===== src/hfc_pkg.sv =====
// Purpose: Shared constants of the half float converter.
// Assumes: 32-bit AXI4-Lite register bus.
// Notes:   Flag vectors are ordered invalid, denormal, underflow, overflow, precision.
package hfc_pkg;
  // ----------------------------------------------------------------
  // Register map
  // ----------------------------------------------------------------
  localparam logic [7:0] HFC_OFS_CTRL = 8'h00;
  localparam logic [7:0] HFC_OFS_EXC_MASK = 8'h04;
  localparam logic [7:0] HFC_OFS_OPERAND = 8'h08;
  localparam logic [7:0] HFC_OFS_RESULT = 8'h0c;
  localparam logic [7:0] HFC_OFS_STATUS = 8'h10;
  localparam logic [7:0] HFC_OFS_IRQ_EN = 8'h14;
  // ----------------------------------------------------------------
  // Field positions and widths
  // ----------------------------------------------------------------
  localparam int HFC_CTRL_ROUND_LSB = 8;
  localparam int HFC_CTRL_FTZ_BIT = 10;
  localparam int HFC_CTRL_OP_BIT = 16;
  localparam int HFC_IMM_SRC_BIT = 2;
  localparam int HFC_ST_FAULT = 5;
  localparam int HFC_ST_DONE = 6;
  localparam int HFC_ST_W = 7;
  localparam int HFC_FL_INV = 0;
  localparam int HFC_FL_DEN = 1;
  localparam int HFC_FL_UND = 2;
  localparam int HFC_FL_OVF = 3;
  localparam int HFC_FL_PRE = 4;
  // ----------------------------------------------------------------
  // Reset values and codes
  // ----------------------------------------------------------------
  localparam logic [16:0] HFC_CTRL_RST = 17'h00000;
  localparam logic [4:0] HFC_EXC_MASK_RST = 5'h1f;
  localparam logic [6:0] HFC_IRQ_EN_RST = 7'h00;
  localparam logic [1:0] HFC_RM_NEAREST = 2'h0;
  localparam logic [1:0] HFC_RM_DOWN = 2'h1;
  localparam logic [1:0] HFC_RM_UP = 2'h2;
  localparam logic [1:0] HFC_RM_TRUNC = 2'h3;
  localparam logic [1:0] HFC_RESP_OKAY = 2'h0;
  localparam logic [1:0] HFC_RESP_SLVERR = 2'h2;
  // ----------------------------------------------------------------
  // Format constants
  // ----------------------------------------------------------------
  localparam logic [7:0] HFC_EXP_BIAS_GAP = 8'h70;
  localparam logic [7:0] HFC_EXP_DEN_BASE = 8'h67;
  localparam int HFC_HALF_EMIN = -14;
  localparam int HFC_HALF_EMAX = 15;
  localparam int HFC_SINGLE_BIAS = 127;
  localparam int HFC_HALF_INF_ENC = 31744;
endpackage : hfc_pkg


===== src/hfc_conv.sv =====
// Purpose: Half/single float converter with AXI4-Lite registers.
// Assumes: One clock; a write to the operand register starts one conversion.
// Notes:   Result and flags settle two cycles after the operand write handshake.
`timescale 1ns/1ps
module hfc_conv #(
  parameter int ADDR_W = 8
) (
  // Clock and reset
  input wire logic aclk,
  input wire logic aresetn,
  // Write address and data channels
  input wire logic awvalid,
  output logic awready,
  input wire logic [ADDR_W-1:0] awaddr,
  input wire logic [2:0] awprot,
  input wire logic wvalid,
  output logic wready,
  input wire logic [31:0] wdata,
  input wire logic [3:0] wstrb,
  // Write response channel
  output logic bvalid,
  input wire logic bready,
  output logic [1:0] bresp,
  // Read channels
  input wire logic arvalid,
  output logic arready,
  input wire logic [ADDR_W-1:0] araddr,
  input wire logic [2:0] arprot,
  output logic rvalid,
  input wire logic rready,
  output logic [31:0] rdata,
  output logic [1:0] rresp,
  // Interrupt
  output logic irq
);
  import hfc_pkg::*;

  // ----------------------------------------------------------------
  // Helper functions
  // ----------------------------------------------------------------
  // Byte-lane merge of a bus write into a register word.
  function automatic logic [31:0] hfc_merge(input logic [31:0] old, input logic [31:0] nw, input logic [3:0] st);
    logic [31:0] r;
    r = old;
    for (int i = 0; i < 4; i++)
      if (st[i])
        r[i*8 +: 8] = nw[i*8 +: 8];
    return r;
  endfunction : hfc_merge

  // Half to single; exact for every input, so only invalid can rise.
  function automatic logic [32:0] hfc_widen(input logic [15:0] h);
    logic [3:0] p;
    logic [22:0] m;
    p = 4'h0;
    for (int i = 0; i < 10; i++)
      if (h[i])
        p = 4'(i);
    m = {h[9:0], 13'h0000} << (4'ha - p);
    if (h[14:10] == 5'h1f)
      hfc_widen = (h[9:0] == 10'h000) ? {1'b0, h[15], 8'hff, 23'h000000}
                                      : {~h[9], h[15], 8'hff, 1'b1, h[8:0], 13'h0000};
    else if (h[14:10] == 5'h00)
      hfc_widen = (h[9:0] == 10'h000) ? {1'b0, h[15], 31'h00000000}
                                      : {1'b0, h[15], 8'({4'h0, p}) + HFC_EXP_DEN_BASE, m};
    else
      hfc_widen = {1'b0, h[15], 8'({3'h0, h[14:10]}) + HFC_EXP_BIAS_GAP, h[9:0], 13'h0000};
  endfunction : hfc_widen

  // Single to half; returns flags above the 16-bit result.
  function automatic logic [20:0] hfc_narrow(input logic [31:0] x, input logic [1:0] rm, input logic um);
    logic s, den, inx, inc, tiny, ovf;
    int ex, sh, enc;
    logic [31:0] sig, kept, rem, halfv;
    logic [15:0] res;
    s = x[31];
    den = (x[30:23] == 8'h00);
    ex = den ? (1 - HFC_SINGLE_BIAS) : (int'(x[30:23]) - HFC_SINGLE_BIAS);
    sig = {8'h00, ~den, x[22:0]};
    sh = (ex >= HFC_HALF_EMIN) ? 13 : (-1 - ex);
    if (sh > 25)
      sh = 25;
    kept = sig >> sh;
    rem = sig & ((32'h1 << sh) - 32'h1);
    halfv = 32'h1 << (sh - 1);
    inx = (rem != 32'h0);
    // Rounding increment per mode.
    case (rm)
      HFC_RM_NEAREST: inc = (rem > halfv) || ((rem == halfv) && kept[0]);
      HFC_RM_DOWN: inc = s && inx;
      HFC_RM_UP: inc = !s && inx;
      default: inc = 1'b0;
    endcase
    tiny = (ex < HFC_HALF_EMIN);
    enc = (ex > HFC_HALF_EMAX) ? HFC_HALF_INF_ENC
        : ((tiny ? 0 : (ex - HFC_HALF_EMIN) * 1024) + int'(kept) + int'(inc));
    ovf = (enc >= HFC_HALF_INF_ENC);
    res = ovf ? {s, 5'h1f, 10'h000} : {s, 15'(enc)};
    hfc_narrow = {ovf || inx, ovf, tiny && (inx || !um), den, 1'b0, res};
    if (x[30:23] == 8'hff)
      hfc_narrow = (x[22:0] == 23'h000000) ? {5'h00, s, 5'h1f, 10'h000}
                 : {4'h0, ~x[22], s, 5'h1f, 1'b1, x[21:13]};
    else if (x[30:0] == 31'h00000000)
      hfc_narrow = {5'h00, s, 15'h0000};
  endfunction : hfc_narrow

  // ----------------------------------------------------------------
  // Bus channel state
  // ----------------------------------------------------------------
  logic awready_q, awready_d, wready_q, wready_d, bvalid_q, bvalid_d;
  logic aw_full_q, aw_full_d, w_full_q, w_full_d;
  logic [ADDR_W-1:0] aw_addr_q, aw_addr_d, ar_addr;
  logic [31:0] w_data_q, w_data_d, rdata_q, rdata_d;
  logic [3:0] w_strb_q, w_strb_d;
  logic [1:0] bresp_q, bresp_d, rresp_q, rresp_d;
  logic arready_q, arready_d, rvalid_q, rvalid_d;
  logic wr_fire, rd_fire, wr_hit, rd_hit;

  // ----------------------------------------------------------------
  // Core state
  // ----------------------------------------------------------------
  logic [16:0] ctrl_q, ctrl_d;
  logic [4:0] exc_mask_q, exc_mask_d;
  logic [31:0] operand_q, operand_d, result_q, result_d;
  logic [HFC_ST_W-1:0] status_q, status_d, irq_en_q, irq_en_d;
  logic go_q, go_d, irq_q, irq_d;
  logic [1:0] rmode;
  logic narrow_op;
  logic [32:0] wide_out;
  logic [20:0] narr_out;
  logic [31:0] cv_res;
  logic [4:0] cv_flags;
  logic cv_fault;

  // Address matching used by both channels.
  function automatic logic hfc_mapped(input logic [ADDR_W-1:0] a);
    return (a[1:0] == 2'h0) && (a <= ADDR_W'(HFC_OFS_IRQ_EN));
  endfunction : hfc_mapped

  // Bus handshakes; address and data are taken in either order and the response follows both.
  always_comb
  begin
    aw_full_d = aw_full_q;
    aw_addr_d = aw_addr_q;
    w_full_d = w_full_q;
    w_data_d = w_data_q;
    w_strb_d = w_strb_q;
    bvalid_d = bvalid_q;
    bresp_d = bresp_q;
    arready_d = arready_q;
    rvalid_d = rvalid_q;
    rdata_d = rdata_q;
    rresp_d = rresp_q;
    ar_addr = araddr;
    if (awvalid && awready_q)
    begin
      aw_full_d = 1'b1;
      aw_addr_d = awaddr;
    end
    if (wvalid && wready_q)
    begin
      w_full_d = 1'b1;
      w_data_d = wdata;
      w_strb_d = wstrb;
    end
    if (bvalid_q && bready)
      bvalid_d = 1'b0;
    wr_fire = aw_full_q && w_full_q && !bvalid_q;
    wr_hit = hfc_mapped(aw_addr_q);
    if (wr_fire)
    begin
      aw_full_d = 1'b0;
      w_full_d = 1'b0;
      bvalid_d = 1'b1;
      bresp_d = wr_hit ? HFC_RESP_OKAY : HFC_RESP_SLVERR;
    end
    awready_d = !aw_full_d;
    wready_d = !w_full_d;
    rd_fire = arvalid && arready_q;
    rd_hit = hfc_mapped(ar_addr);
    if (rvalid_q && rready)
      rvalid_d = 1'b0;
    if (rd_fire)
    begin
      rvalid_d = 1'b1;
      rresp_d = rd_hit ? HFC_RESP_OKAY : HFC_RESP_SLVERR;
      case (ADDR_W'(ar_addr))
        ADDR_W'(HFC_OFS_CTRL): rdata_d = {15'h0000, ctrl_q};
        ADDR_W'(HFC_OFS_EXC_MASK): rdata_d = {27'h0000000, exc_mask_q};
        ADDR_W'(HFC_OFS_OPERAND): rdata_d = operand_q;
        ADDR_W'(HFC_OFS_RESULT): rdata_d = result_q;
        ADDR_W'(HFC_OFS_STATUS): rdata_d = {25'h0000000, status_q};
        ADDR_W'(HFC_OFS_IRQ_EN): rdata_d = {25'h0000000, irq_en_q};
        default: rdata_d = 32'h00000000;
      endcase
    end
    arready_d = !rvalid_d;
  end

  // Bus channel registers.
  always_ff @(posedge aclk)
  begin
    if (!aresetn)
    begin
      awready_q <= 1'b0;
      wready_q <= 1'b0;
      aw_full_q <= 1'b0;
      w_full_q <= 1'b0;
      aw_addr_q <= '0;
      w_data_q <= 32'h00000000;
      w_strb_q <= 4'h0;
      bvalid_q <= 1'b0;
      bresp_q <= HFC_RESP_OKAY;
      arready_q <= 1'b0;
      rvalid_q <= 1'b0;
      rdata_q <= 32'h00000000;
      rresp_q <= HFC_RESP_OKAY;
    end
    else
    begin
      awready_q <= awready_d;
      wready_q <= wready_d;
      aw_full_q <= aw_full_d;
      w_full_q <= w_full_d;
      aw_addr_q <= aw_addr_d;
      w_data_q <= w_data_d;
      w_strb_q <= w_strb_d;
      bvalid_q <= bvalid_d;
      bresp_q <= bresp_d;
      arready_q <= arready_d;
      rvalid_q <= rvalid_d;
      rdata_q <= rdata_d;
      rresp_q <= rresp_d;
    end
  end

  // ----------------------------------------------------------------
  // Conversion datapath
  // ----------------------------------------------------------------
  // Rounding source and conversion; the flush-to-zero bit is stored but never steers the datapath.
  always_comb
  begin
    narrow_op = ctrl_q[HFC_CTRL_OP_BIT];
    rmode = ctrl_q[HFC_IMM_SRC_BIT] ? ctrl_q[HFC_CTRL_ROUND_LSB +: 2] : ctrl_q[1:0];
    wide_out = hfc_widen(operand_q[15:0]);
    narr_out = hfc_narrow(operand_q, rmode, exc_mask_q[HFC_FL_UND]);
    cv_res = narrow_op ? {16'h0000, narr_out[15:0]} : wide_out[31:0];
    cv_flags = narrow_op ? narr_out[20:16] : {4'h0, wide_out[32]};
    cv_fault = |(cv_flags & ~exc_mask_q);
  end

  // Register writes, sticky flags and interrupt; a hardware set wins over a same-cycle clear.
  always_comb
  begin
    ctrl_d = ctrl_q;
    exc_mask_d = exc_mask_q;
    operand_d = operand_q;
    irq_en_d = irq_en_q;
    result_d = result_q;
    status_d = status_q;
    go_d = 1'b0;
    if (wr_fire && wr_hit)
    begin
      case (ADDR_W'(aw_addr_q))
        ADDR_W'(HFC_OFS_CTRL): ctrl_d = 17'(hfc_merge({15'h0000, ctrl_q}, w_data_q, w_strb_q));
        ADDR_W'(HFC_OFS_EXC_MASK): exc_mask_d = 5'(hfc_merge({27'h0000000, exc_mask_q}, w_data_q, w_strb_q));
        ADDR_W'(HFC_OFS_OPERAND):
        begin
          operand_d = hfc_merge(operand_q, w_data_q, w_strb_q);
          go_d = 1'b1;
        end
        ADDR_W'(HFC_OFS_STATUS): status_d = status_q & ~(w_data_q[HFC_ST_W-1:0] & {HFC_ST_W{w_strb_q[0]}});
        ADDR_W'(HFC_OFS_IRQ_EN): irq_en_d = 7'(hfc_merge({25'h0000000, irq_en_q}, w_data_q, w_strb_q));
        default: ctrl_d = ctrl_q;
      endcase
    end
    if (go_q)
    begin
      // An unmasked exception leaves the previous result in place.
      if (!cv_fault)
        result_d = cv_res;
      status_d = status_d | {1'b1, cv_fault, cv_flags};
    end
    irq_d = |(status_d & irq_en_d);
  end

  // Core registers.
  always_ff @(posedge aclk)
  begin
    if (!aresetn)
    begin
      ctrl_q <= HFC_CTRL_RST;
      exc_mask_q <= HFC_EXC_MASK_RST;
      operand_q <= 32'h00000000;
      result_q <= 32'h00000000;
      status_q <= '0;
      irq_en_q <= HFC_IRQ_EN_RST;
      go_q <= 1'b0;
      irq_q <= 1'b0;
    end
    else
    begin
      ctrl_q <= ctrl_d;
      exc_mask_q <= exc_mask_d;
      operand_q <= operand_d;
      result_q <= result_d;
      status_q <= status_d;
      irq_en_q <= irq_en_d;
      go_q <= go_d;
      irq_q <= irq_d;
    end
  end

  // Outputs straight from flops.
  assign awready = awready_q;
  assign wready = wready_q;
  assign bvalid = bvalid_q;
  assign bresp = bresp_q;
  assign arready = arready_q;
  assign rvalid = rvalid_q;
  assign rdata = rdata_q;
  assign rresp = rresp_q;
  assign irq = irq_q;
endmodule : hfc_conv


===== config.mk =====
export PLATFORM = sky130hd
export DESIGN_NAME = hfc_conv
export DESIGN_NICKNAME = d
export VERILOG_FILES = /design/src/hfc_pkg.sv /design/src/hfc_conv.sv
export SDC_FILE = /design/constraint.sdc
export NUM_CORES = 1
export LEC_CHECK = 0
export ABC_AREA = 1
export BUFFER_PORTS_ARGS = -buffer_cell sky130_fd_sc_hd__buf_2
export CAP_MARGIN = 0
export CORE_ASPECT_RATIO = 1.5
export CORE_UTILIZATION = 25
export CTS_CLUSTER_SIZE = 28
export DETAILED_ROUTE_END_ITERATION = 8
export GPL_TIMING_DRIVEN = 0
export PLACE_DENSITY = 0.39
export SYNTH_ARGS = -nofsm -noshare
export SYNTH_HDL_FRONTEND = slang
export SYNTH_SLANG_ARGS = --single-unit

===== constraint.sdc =====
create_clock -name aclk -period 19.7 [get_ports aclk]
set_input_delay 3.94 -clock aclk [delete_from_list [all_inputs] [get_ports aclk]]
set_output_delay 3.94 -clock aclk [all_outputs]
set_load 0.02 [all_outputs]

# Word level (Yosys, flattened, before mapping)
# Index checks and enable logic that the tools add are counted.
[classes]
muxes = 44
n_reduce_logical = 47
eq_ne = 14
n_shift = 4
n_addsub = 10
magnitude_cmp = 8
bitwise = 12
[op_table]
columns = ["op", "count"]
rows = [
  ["32-bit 2-to-1 mux", 6],
  ["32-bit one-hot mux with 6 select lines", 1],
  ["33-bit 2-to-1 mux", 2],
  ["1-bit by 32-bit left shift with 32-bit output, first input constant", 2],
  ["31-bit 2-to-1 mux", 2],
  ["21-bit 2-to-1 mux", 2],
  ["7-bit 2-to-1 mux", 6],
  ["32-bit by 2-bit adder with 32-bit output", 1],
  ["32-bit adder", 1],
  ["24-bit by 32-bit AND with 32-bit output", 1],
  ["32-bit equality test", 1],
  ["8-bit by 5-bit equality test with 1-bit output, second input constant", 4],
  ["32-bit by 16-bit >= comparator with 1-bit output, second input constant", 1],
  ["32-bit by 5-bit >= comparator with 1-bit output, second input constant", 1],
  ["32-bit > comparator", 1],
  ["32-bit by 5-bit > comparator with 1-bit output, second input constant", 1],
  ["32-bit by 6-bit > comparator with 1-bit output, second input constant", 1],
  ["32-bit by 5-bit less-than comparator with 1-bit output, second input constant", 1],
  ["4-bit 2-to-1 mux", 8],
  ["32-bit nonzero test", 1],
  ["24-bit by 32-bit >> shifter with 32-bit output", 1],
  ["1-bit by 32-bit subtractor with 32-bit output, first input constant", 1],
  ["32-bit by 1-bit subtractor with 32-bit output, second input constant", 1],
  ["32-bit by 2-bit subtractor with 32-bit output, second input constant", 1],
  ["39 further kinds", 91],
]
[word_totals]
ff_bits = 189
inputBits = 65
out_inout_bits = 42
elab_cells = 165

# Longest topological paths before layout
# Gate-level depths: netlist of run 1.
[logic_depth]
depth_word = 26
ltp_mapped = 58
depth_no_buf = 57

# Worst setup path before layout of run 1
# No wires, ideal clock.
[synth_path]
kind = "register to register"
from = "register operand_q[23]"
to = "register result_q[0]"
slack_ns = 13.321
required_time_ns = 19.572
period_less_slack_ns = 6.379
stages_incl_launch_ff = 50
arrival_time_ns = 6.252
path_cell_list = "dfxtp_1 > ha_1 > xor2_1 > inv_1 > nor2_1 > inv_1 > ha_1 > inv_1 > nor2_1 > nand3_1 > nand2_2 > nor2_2 > nand3_4 > buf_4 > ha_1 > inv_1 > xor2_1 > inv_1 > (+14 left out) > inv_1 > nand2_1 > nor2_2 > inv_2 > nor2_1 > nor2_1 > or2_0 > nand3_1 > nand3b_1 > nand2_2 > nand3_2 > nand2_2 > nand2_2 > nand3_2 > buf_2 > nand2_1 > nand2_1 > nor2_1"
[synth_via]
elab_chain_cells = 24
word_cells_on_any_way = 45
[synth_rtl]
columns = ["item", "line", "rtl"]
rows = [
  ["start: declaration", "hfc_conv.sv:124", "logic [31:0] operand_q, operand_d, result_q, result_d;"],
  ["start signal: assignment", "hfc_conv.sv:305", "operand_q <= operand_d;"],
  ["parallel branches: the longest is 18 deep, another holds 1-bit by 32-bit subtractor with 32-bit output", "n/a", ""],
  ["21-bit 2-to-1 mux *", "hfc_conv.sv:100", "if (x[30:23] == 8'hff)"],
  ["5-bit 2-to-1 mux", "hfc_conv.sv:248", "cv_flags = narrow_op ? narr_out[20:16] : {4'h0, wide_out[32]};"],
  ["5-bit AND", "hfc_conv.sv:249", "cv_fault = |(cv_flags & ~exc_mask_q);"],
  ["5-bit OR reduction", "hfc_conv.sv:249", ""],
  ["1-bit inverter (no source line)", "n/a", ""],
  ["2-bit AND reduction (no source line)", "n/a", ""],
  ["end signal: assignment", "hfc_conv.sv:306", "result_q <= result_d;"],
  ["end: declaration", "hfc_conv.sv:124", ""],
]
# Mark *: on every way between the ends.
# A chain may end at the register's enable or synchronous reset.

# Worst setup path after layout of run 1
[layout_path]
from = "register operand_q[23]"
to = "register result_q[25]"
[layout_via]
elab_chain_cells = 24
word_cells_on_any_way = 43
[layout_rtl]
columns = ["item", "line"]
rows = [
  ["parallel branches: the longest is 18 deep, another holds 1-bit by 32-bit subtractor with 32-bit output", "n/a"],
  ["21-bit 2-to-1 mux *", "hfc_conv.sv:100"],
  ["5-bit 2-to-1 mux *", "hfc_conv.sv:248"],
  ["5-bit AND *", "hfc_conv.sv:249"],
  ["5-bit OR reduction *", "hfc_conv.sv:249"],
  ["1-bit inverter (no source line) *", "n/a"],
  ["2-bit AND reduction (no source line) *", "n/a"],
]
# Marked as above.

==> impl_metrics.json, run 1 <==
{
  "status": "finished, final reports clean",
  "power.switching_uw": 245,
  "hold_ws_ps": 468,
  "setup_viol": 0,
  "drc": 0,
  "grt_util_all_layers_pct": 22.4,
  "vias_per_cell": 4.82,
  "synth_flop_cell": "dfxtp_1",
  "power.share.switching_pct": 29.8,
  "hold_buffers": 0,
  "final_common_cell": "nand2_1",
  "clkTransAtPathRegs_ps": 90,
  "synth_largest_area_cell": "dfxtp_1",
  "ios": 107,
  "fin_skew_ps": 15.7,
  "crit_top_cell": "nand3_1",
  "globalplace.congestion": 0.913,
  "place_hpwl_um": 46100,
  "cts_buffer_depth": 2,
  "dp_worst_setup_slack_ps": 11020,
  "cp_max_fo": 10,
  "detail-route-antenna-nets": 0,
  "synthDistinctLibCells": 53,
  "seqPwrFrac_pct": 47.6,
  "slowest_delay_ps": 540,
  "fin_cells": 2785,
  "first_iter_violations": 625,
  "critPathLaunchType": "flop",
  "synth_edf_count": 0,
  "maxCapViolations": 0,
  "crit_slowest_cell": "dfxtp_1",
  "fp.dieW_um": 184,
  "syn_inst": 1960,
  "syn-mean-instance-area_um2": 6.30,
  "arrival_ps": 9000,
  "cts_buffers": 17,
  "drive_gt1_share_pct": 9.72,
  "p_leak_nw": 6.37,
  "cts_tree": "done",
  "pwr-share-comb_pct": 8.5,
  "tightest_slew_ps": 1140,
  "drtPass1Iterations": 5,
  "postCtsSetupBuffers": 0,
  "die-area_um2": 50300,
  "syn_area_um2": 12400,
  "n_antenna_cell": 0,
  "cp.required_ps": 20050,
  "fin_nets": 2241,
  "synth_top_cell_area_share_pct": 30.1,
  "seq_area_frac_synth_pct": 30.1,
  "cts_sinks": 186,
  "tns_ps": 0,
  "h-tree-depth": 4,
  "dieHeight_um": 274,
  "rsz0062_at_grt": "no",
  "max_slew_margin_pct": 23.6,
  "cell_internal_pwr_uw": 580,
  "cts_resized": 0,
  "grt_max_degree": 22,
  "cts-root-buf": "clkbuf_16",
  "overflow": 0,
  "antenna_found_initial": 0,
  "criticalPathCategory": "reg2reg",
  "vias": 13400,
  "synth-seq-cells": 186,
  "p_clk_share_pct": 43.9,
  "min_period_ps": 8650,
  "clk_latency_ps": 480,
  "place_inst": 2753,
  "cp-end-kind": "flop",
  "synthTopCellsByArea": "dfxtp_1 30%, nand2_1 11%, nor2_1 8.4%, inv_1 7.3%, o21ai_0 6.8%",
  "start_util_pct": 25.4,
  "row_count": 99,
  "fmax_mhz": 116,
  "post-route-period-util_pct": 43.9,
  "first_global_vias": 13200,
  "final_core_util_pct": 29.7,
  "io_buffers": 98,
  "area_growth_pct": 16.8,
  "setup_ws_ps": 11050,
  "irDropWorstVdd_uv": 62.2,
  "synthArstFlopShare_pct": 0,
  "yosysWarnings": 0,
  "slew_viol_final": 0,
  "grt_pass1_wl_um": 81700,
  "layout_common_cells": "375 x nand2_1, 276 x nor2_1, 240 x inv_1",
  "p_per_area_nw_per_um2": 57.2,
  "hold_path.class": "reg2reg",
  "wl_um": 55900,
  "core-area_um2": 48700,
  "wl_per_cell_um": 20.1,
  "hold_viol": 0
}
-- state kept, by name, summed over array words and instances, names as in the netlist, 4 cells and up --
register	flops
irq_en_q	7
status_q	7
exc_mask_q	5
ctrl_q	17
rdata	32
result_q	31
operand_q	32
aw_addr_q	8
w_data_q	32
w_strb_q	4
-- critical path, delay by kind of cell (launching register included) --
family | cells | cell delay (ps)
and+or+nand+nor | 29 | 4200
adders and majority gates | 6 | 1500
buffers and inverters | 8 | 1230
DFF | 1 | 540
xor gates and xnor gates | 1 | 520
AOI/OAI and AO/OA | 3 | 490
-- cell usage after synthesis (all sizes together), types with 11 or more instances --
cell type  instances
a21oi            166
buf               22
clkbuf            59
dfxtp            186
ha                60
inv              255
nand2            388
nand3            156
nand4             36
nor2             291
nor3              29
nor4              12
o211ai            12
o21ai            175
o22ai             33
xor2              11
-- power groups by stage --
| stage | logic (mW) | clock network (mW) | registers [mW] |
|---|---|---|---|
| 3_3_place_gp | 0.0689 | 0 | 0.401 |
| 5_1_grt | 0.0792 | 0.383 | 0.393 |
| 3_5_place_dp | 0.0692 | 0 | 0.401 |
| 6_report | 0.0704 | 0.362 | 0.392 |
| 2_1_floorplan | 0.0407 | 0 | 0.399 |
| 4_1_cts | 0.0694 | 0.371 | 0.392 |
-- metal layers --
metal  track usage [%]  wire length [um]  up-vias
li1                  -                 -     6790
met1              21.8             20400     6207
met2              45.0             31000      309
met3              1.90              1300      110
met4              13.1              3230        0
met5                 0                 0        -
-- kinds of logic (layout without fill, tap and decap cells) --
logic type	Yosys count	after routing	synth area share (%)
and+or+nand+nor	920	920	32.2
AOI/OAI and AO/OA	433	433	19.4
buffers and inverters	342	473	10.9
DFF	186	186	30.1
adders and majority gates	60	60	6.08
xor gates and xnor gates	13	13	0.922
muxes	4	4	0.324
other	2	40	0.0608
-- final timing paths --
check | slack, ps | to | start | depth (start not counted)
worst min register to register | 470 | rdata[24] | rdata[24] | 2
worst max-delay path | 11050 | result_q[25] | operand_q[23] | 47
worst min-delay path | 470 | rdata[24] | rdata[24] | 2
worst max register to register | 11050 | result_q[25] | operand_q[23] | 47
-- stage by stage --
stage	power [mW]	cell area [um^2]
floorplan	0.440	12500
global placement	0.470	13800
detailed placement	0.471	13800
CTS	0.833	14400
global route	0.855	14400
finish	0.825	14400
-- cell type report --
| cell class | instances | area [um^2] |
|---|---|---|
| flip-flops and latches | 186 | 3720 |
| well taps | 656 | 821 |
| clock buffers | 17 | 425 |
| multi-input cells | 1470 | 7430 |
| inverters | 261 | 980 |
| fillers | 5537 | 34200 |
| repair buffers | 99 | 495 |
| plain buffers | 81 | 367 |
| clock inverters | 15 | 188 |
Note: power is estimated with default switching activity, not from simulation.
==> run 2: changes to the inputs <==
--- a/config.mk
+++ b/config.mk
@@ -5,7 +5,7 @@
 export SDC_FILE = /design/constraint.sdc
 export NUM_CORES = 1
 export LEC_CHECK = 0
-export ABC_AREA = 1
+export ABC_AREA = 0
 export BUFFER_PORTS_ARGS = -buffer_cell sky130_fd_sc_hd__buf_2
 export CAP_MARGIN = 0
 export CORE_ASPECT_RATIO = 1.5
@@ -13,7 +13,7 @@
 export CTS_CLUSTER_SIZE = 28
 export DETAILED_ROUTE_END_ITERATION = 8
 export GPL_TIMING_DRIVEN = 0
-export PLACE_DENSITY = 0.39
+export PLACE_DENSITY = 0.4
 export SYNTH_ARGS = -nofsm -noshare
 export SYNTH_HDL_FRONTEND = slang
 export SYNTH_SLANG_ARGS = --single-unit
==> constraint.sdc (replaced) <==
create_clock -name aclk -period 7.1 [get_ports aclk]
set_input_delay 1.42 -clock aclk [delete_from_list [all_inputs] [get_ports aclk]]
set_output_delay 1.42 -clock aclk [all_outputs]
set_load 0.02 [all_outputs]
==> run 2 against run 1 <==
- largest cell class unchanged
- the flow now finishes with violations (negative setup slack)
- via count is 2.0% higher
- die area is 2.9% higher
- largest power group unchanged
- sequential power grew to 2.8 times the previous value
- core utilization is 2.3 points higher
- sequential share of layout area is 2.4 points lower
- critical path depth is 1 higher
- flip-flop and latch count stayed put
- count of clock-buffer cells in the layout stayed put
- critical path type unchanged
- maximum frequency is 11% higher
- register-to-register slack worse by 12000 ps
==> impl_metrics.json, run 2 <==
{
  "hold_buffers": 0,
  "hold_path.class": "reg2reg",
  "place_inst": 2526,
  "layout_common_cells": "327 x nand2_1, 183 x dfxtp_1, 181 x a21oi_1",
  "syn_area_um2": 12700,
  "irDropWorstVdd_uv": 152,
  "max_slew_margin_pct": 14.3,
  "cp-end-kind": "flop",
  "synth_edf_count": 0,
  "final_core_util_pct": 31.9,
  "wl_um": 57200,
  "dieHeight_um": 278,
  "slew_viol_final": 0,
  "synth_flop_cell": "dfxtp_1",
  "fmax_mhz": 128,
  "cts-root-buf": "clkbuf_16",
  "ios": 107,
  "wl_per_cell_um": 21.8,
  "tightest_slew_ps": 1270,
  "antenna_found_initial": 0,
  "cp_max_fo": 6,
  "synthArstFlopShare_pct": 0,
  "hold_viol": 0,
  "cts_tree": "done",
  "cts_buffer_depth": 2,
  "synth-seq-cells": 186,
  "p_leak_nw": 6.10,
  "n_antenna_cell": 0,
  "vias_per_cell": 5.23,
  "drtPass1Iterations": 5,
  "crit_top_cell": "ha_4",
  "synth_most_common_cell": "nand2_1",
  "critPathLaunchType": "flop",
  "drive_gt1_share_pct": 16.0,
  "cts_buffers": 17,
  "maxCapViolations": 0,
  "fin_nets": 2068,
  "start_util_pct": 25.5,
  "post-route-period-util_pct": 110,
  "detail-route-antenna-nets": 0,
  "crit_slowest_cell": "a211oi_2",
  "drc": 0,
  "globalplace.congestion": 0.994,
  "total_power_mw": 2.24,
  "p_per_area_nw_per_um2": 141,
  "power.share.switching_pct": 28.6,
  "seq_area_frac_synth_pct": 29.3,
  "overflow": 0,
  "cp.required_ps": 7430,
  "tns_ps": -23030,
  "first_global_vias": 13600,
  "syn_inst": 1729,
  "synthTopCellsByArea": "dfxtp_1 29%, nand2_1 9.8%, a21oi_1 7.3%, mux2i_1 7.1%, ha_1 5.9%",
  "synthDistinctLibCells": 86,
  "status": "finished, violations left",
  "setup_ws_ps": -706,
  "synth_top_cell_area_share_pct": 29.3,
  "pwr-share-comb_pct": 8.4,
  "grt_util_all_layers_pct": 22.2,
  "synthTopCellsByCount": "332 x nand2_1, 186 x a21oi_1, 186 x dfxtp_1, 163 x nor2_1, 93 x clkbuf_1",
  "row_count": 100,
  "rsz0062_at_grt": "yes",
  "final_common_cell": "nand2_1",
  "fp.dieW_um": 186,
  "core-area_um2": 49900,
  "h-tree-depth": 4,
  "io_buffers": 95,
  "min_period_ps": 7810,
  "criticalPathCategory": "reg2reg",
  "fin_skew_ps": 21.9,
  "yosysWarnings": 0,
  "fin_cells": 2619,
  "first_iter_violations": 700,
  "clkTransAtPathRegs_ps": 90,
  "timing.reg2reg.setup_slack_ps": -710,
  "arrival_ps": 8140,
  "power.switching_uw": 641,
  "setup_viol": 35,
  "cts_sinks": 186,
  "violations": "negative setup slack",
  "grt_max_degree": 21,
  "grt_pass1_wl_um": 84700,
  "synth_largest_area_cell": "dfxtp_1",
  "clk_latency_ps": 470,
  "syn-mean-instance-area_um2": 7.35,
  "area_growth_pct": 25.3,
  "seqPwrFrac_pct": 48.0,
  "p_clk_share_pct": 43.5,
  "die-area_um2": 51800,
  "slowest_delay_ps": 430,
  "place_hpwl_um": 44900,
  "hold_ws_ps": 456,
  "cell_internal_pwr_mw": 1.60,
  "vias": 13700
}
run 2: worst max-delay path, delay by kind of cell (launching register included):
kind | cells | cell delay, ps
and+or+nand+nor | 13 | 1540
muxes | 1 | 120
adders and majority gates | 5 | 1030
DFF | 1 | 370
buffers and inverters | 10 | 1360
AOI/OAI and AO/OA | 19 | 3210
run 2: path summary, 6_finish.rpt:
| check | startpoint | to | cells after the start |
|---|---|---|---|
| min | ctrl_q[6] | ctrl_q[6] | 2 |
| max reg2reg | operand_q[23] | result_q[24] | 48 |
| max | operand_q[23] | result_q[24] | 48 |
| min reg2reg | ctrl_q[6] | ctrl_q[6] | 2 |
run 2: power by group through the flow:
| stage | combinational (mW) | clock [mW] | sequential [mW] |
|---|---|---|---|
| 2_1_floorplan | 0.111 | 0 | 1.10 |
| 3_3_place_gp | 0.179 | 0 | 1.10 |
| 3_5_place_dp | 0.180 | 0 | 1.10 |
| 4_1_cts | 0.184 | 1.00 | 1.08 |
| 5_1_grt | 0.211 | 1.05 | 1.08 |
| 6_report | 0.188 | 0.975 | 1.08 |
run 2: cells by family after synthesis:
| group | after synthesis | share of synthesized area, % |
|---|---|---|
| AND/OR/NAND/NOR | 752 | 27.0 |
| AO/OA/AOI/OAI | 451 | 23.2 |
| flip-flops | 186 | 29.3 |
| buffers and inverters | 150 | 4.73 |
| multiplexers | 93 | 7.44 |
| adder cells (fa/ha/maj) | 60 | 5.90 |
| XOR/XNOR | 35 | 2.41 |
| other | 2 | 0.0591 |
run 2: repair_timing:
| action | in CTS | in global routing |
|---|---|---|
| buffers inserted | 40 | 21 |
| pin swaps | 35 | 30 |
| gates cloned | 2 | 0 |
| setup endpoints to repair | 35 | 35 |
| resized for setup | 80 | 24 |
run 2: cell type report:
cell class / count / area [um^2]
buffer: 116 / 581
tap: 663 / 830
sequential: 186 / 3730
fill: 5435 / 34000
clock buffer: 17 / 425
timing repair buffer: 159 / 1030
inverter: 32 / 135
clock inverter: 15 / 174
multi-input combinational: 1431 / 9030
run 2: stage by stage:
stage / instance area (um^2) / setup slack, ps
6_report: 15900 / -706
5_1_grt: 15900 / -1040
4_1_cts: 15700 / -695
3_5_place_dp: 14300 / -2660
3_3_place_gp: 14300 / -2660
2_1_floorplan: 13000 / 3.46
run 2: routing by layer:
metal	wire length, um	up-vias	global-route usage [%]
li1	-	6550	-
met1	20700	6592	22.4
met2	30900	406	42.3
met3	1870	140	2.55
met4	3690	0	14.0
met5	0	-	0
==> run 3: changes to the inputs <==
--- a/config.mk
+++ b/config.mk
@@ -13,7 +13,6 @@
 export CTS_CLUSTER_SIZE = 28
 export DETAILED_ROUTE_END_ITERATION = 8
 export GPL_TIMING_DRIVEN = 0
-export PLACE_DENSITY = 0.4
 export SYNTH_ARGS = -nofsm -noshare
 export SYNTH_HDL_FRONTEND = slang
 export SYNTH_SLANG_ARGS = --single-unit
==> run 3 against run 2 <==
- the flow still finishes with violations (negative setup slack)
- flip-flop and latch count unchanged
- count of clock-buffer cells in the layout unchanged
- power up 1.1%
- global-route usage down 1.2 points
- final cell count up 0.19%
- first-iteration DRC count up 54%
- final area up 1.7%
- clock skew down 5.5 ps
- critical endpoint is now result_q[20]
- largest cell class unchanged
==> impl_metrics.json, run 3 (synthesis gave the netlist of run 2 again) <==
{
  "status": "finished, violations left",
  "violations": "negative setup slack",
  "antenna_found_initial": 0,
  "worst_r2r_path_depth": 44,
  "area_growth_pct": 27.5,
  "grt_pass1_wl_um": 81000,
  "globalplace.congestion": 1.01,
  "total_power_mw": 2.26,
  "crit_top_cell": "buf_6",
  "io_buffers": 95,
  "hold_ws_ps": 456,
  "fin_skew_ps": 16.4,
  "dr_wl_met2_um": 28200,
  "hold_viol": 0,
  "worstReg2RegEnd": "result_q[20]",
  "clkTransAtPathRegs_ps": 90,
  "cts_buffers": 17,
  "dp_worst_setup_slack_ps": -2090,
  "seq_area_um2": 3730,
  "grt_util_all_layers_pct": 21.0,
  "irDropWorstVdd_uv": 178,
  "min_period_ps": 7750,
  "first_iter_violations": 1075,
  "setup_ws_ps": -654,
  "cp.required_ps": 7470,
  "cts_buffer_depth": 2,
  "crit_start": "operand_q[26]",
  "drtPass1Iterations": 6,
  "multi_input_area_um2": 9190,
  "vias": 13900,
  "h-tree-depth": 4,
  "slowest_delay_ps": 540,
  "start_util_pct": 25.5,
  "cts_tree": "done",
  "fin_nets": 2073,
  "post-route-period-util_pct": 109,
  "slew_viol_final": 0,
  "whs_path_depth": 2,
  "p_leak_nw": 6.26,
  "crit_slowest_cell": "or4_4",
  "fp.dieW_um": 186,
  "max_slew_margin_pct": 10.3,
  "path_depth": 44,
  "rr_startpoint": "operand_q[26]",
  "criticalPathCategory": "reg2reg",
  "fmax_mhz": 129,
  "drive_gt1_share_pct": 17.3,
  "first_global_vias": 13600,
  "place_hpwl_um": 42300,
  "cts-root-buf": "clkbuf_16",
  "grt_max_degree": 23,
  "row_count": 100,
  "crit_path_end": "result_q[20]",
  "detail-route-antenna-nets": 0,
  "cts_sinks": 186,
  "n_antenna_cell": 0,
  "p_per_area_nw_per_um2": 140,
  "fill_cells": 5308,
  "ios": 107,
  "vias_per_cell": 5.29,
  "tightest_slew_ps": 1330,
  "path_delay_family": "compound AO/OA/AOI/OAI gates",
  "critPathBufInv": 9,
  "wl_um": 54300,
  "hold_path.class": "reg2reg",
  "hold_buffers": 0,
  "layout_common_cells": "328 x nand2_1, 183 x dfxtp_1, 179 x a21oi_1",
  "setup_viol": 35,
  "final_common_cell": "nand2_1",
  "rsz0062_at_grt": "yes",
  "overflow": 0,
  "die-area_um2": 51800,
  "maxCapViolations": 0,
  "cp-end-kind": "flop",
  "route.met3.wl_um": 2350,
  "clk_latency_ps": 470,
  "drc": 0,
  "critPathLaunchType": "flop",
  "met1_length_um": 18900,
  "cp_max_fo": 10,
  "routed.top_layer": "met4",
  "wl_per_cell_um": 20.7,
  "timing.reg2reg.setup_slack_ps": -650,
  "core-area_um2": 49900,
  "arrival_ps": 8120,
  "dieHeight_um": 278
}
==> run 3: cell count changes in the layout (fill, tap and decap cells not counted), moves of 3 or more <==
cell	previous run	this run
clkinv_4	5	2
clkinv_8	4	8
nand2_2	4	1
buf_6	8	14
ha_1	55	52
nand2_4	0	4
and2_1	27	24
==> run 3: where the power goes <==
| group | leakage (nW) | switching, mW | internal [mW] |
|---|---|---|---|
| clock | 0.304 | 0.515 | 0.487 |
| combinational | 4.45 | 0.124 | 0.0638 |
| sequential | 1.51 | 0.0154 | 1.06 |
==> run 3: cell type report <==
| type | count | area share [%] |
|---|---|---|
| buffer | 116 | 3.58 |
| clock buffer | 17 | 2.62 |
| clock inverter | 15 | 1.27 |
| inverter | 32 | 0.864 |
| multi-input combinational | 1431 | 56.7 |
| sequential | 186 | 23.0 |
| tap | 663 | 5.12 |
| timing repair buffer | 164 | 6.85 |
==> run 3: worst min path at each step <==
stage,start,to
global placement,ctrl_q[3],ctrl_q[3]
finish,ctrl_q[6],ctrl_q[6]
floorplan,aw_addr_q[7],go_q
global route,ctrl_q[6],ctrl_q[6]
detailed placement,ctrl_q[6],ctrl_q[6]
CTS,ctrl_q[6],ctrl_q[6]
==> run 3: layer usage <==
| layer | global-route usage (%) | vias to the layer above |
|---|---|---|
| met1 | 20.9 | 6592 |
| met2 | 38.5 | 542 |
| met4 | 16.8 | 0 |
| li1 | - | 6558 |
| met3 | 2.68 | 197 |
| met5 | 0 | - |
==> run 3: repair_timing <==
| item | CTS | global route |
|---|---|---|
| setup buffers | 47 | 20 |
| gates cloned | 2 | 0 |
| gates resized for setup | 91 | 47 |
| pin swaps | 39 | 36 |
| endpoints found under the setup margin | 35 | 35 |
==> run 3: tightest hold or removal path: stages (launching register included) <==
cell and delay, ps:
dfxtp_1 320, nand2_1 50, a21oi_1 50
==> run 3: per-stage QoR <==
step	cells	TNS (ps)	utilization [%]	cell area, um^2
2_1_floorplan	1767	0	-	13000
3_3_place_gp	2525	-70940	28.7	14300
3_5_place_dp	2526	-69110	28.7	14300
4_1_cts	2607	-18750	31.7	15800
5_1_grt	2624	-28860	32.5	16200
6_report	2624	-18350	32.5	16200
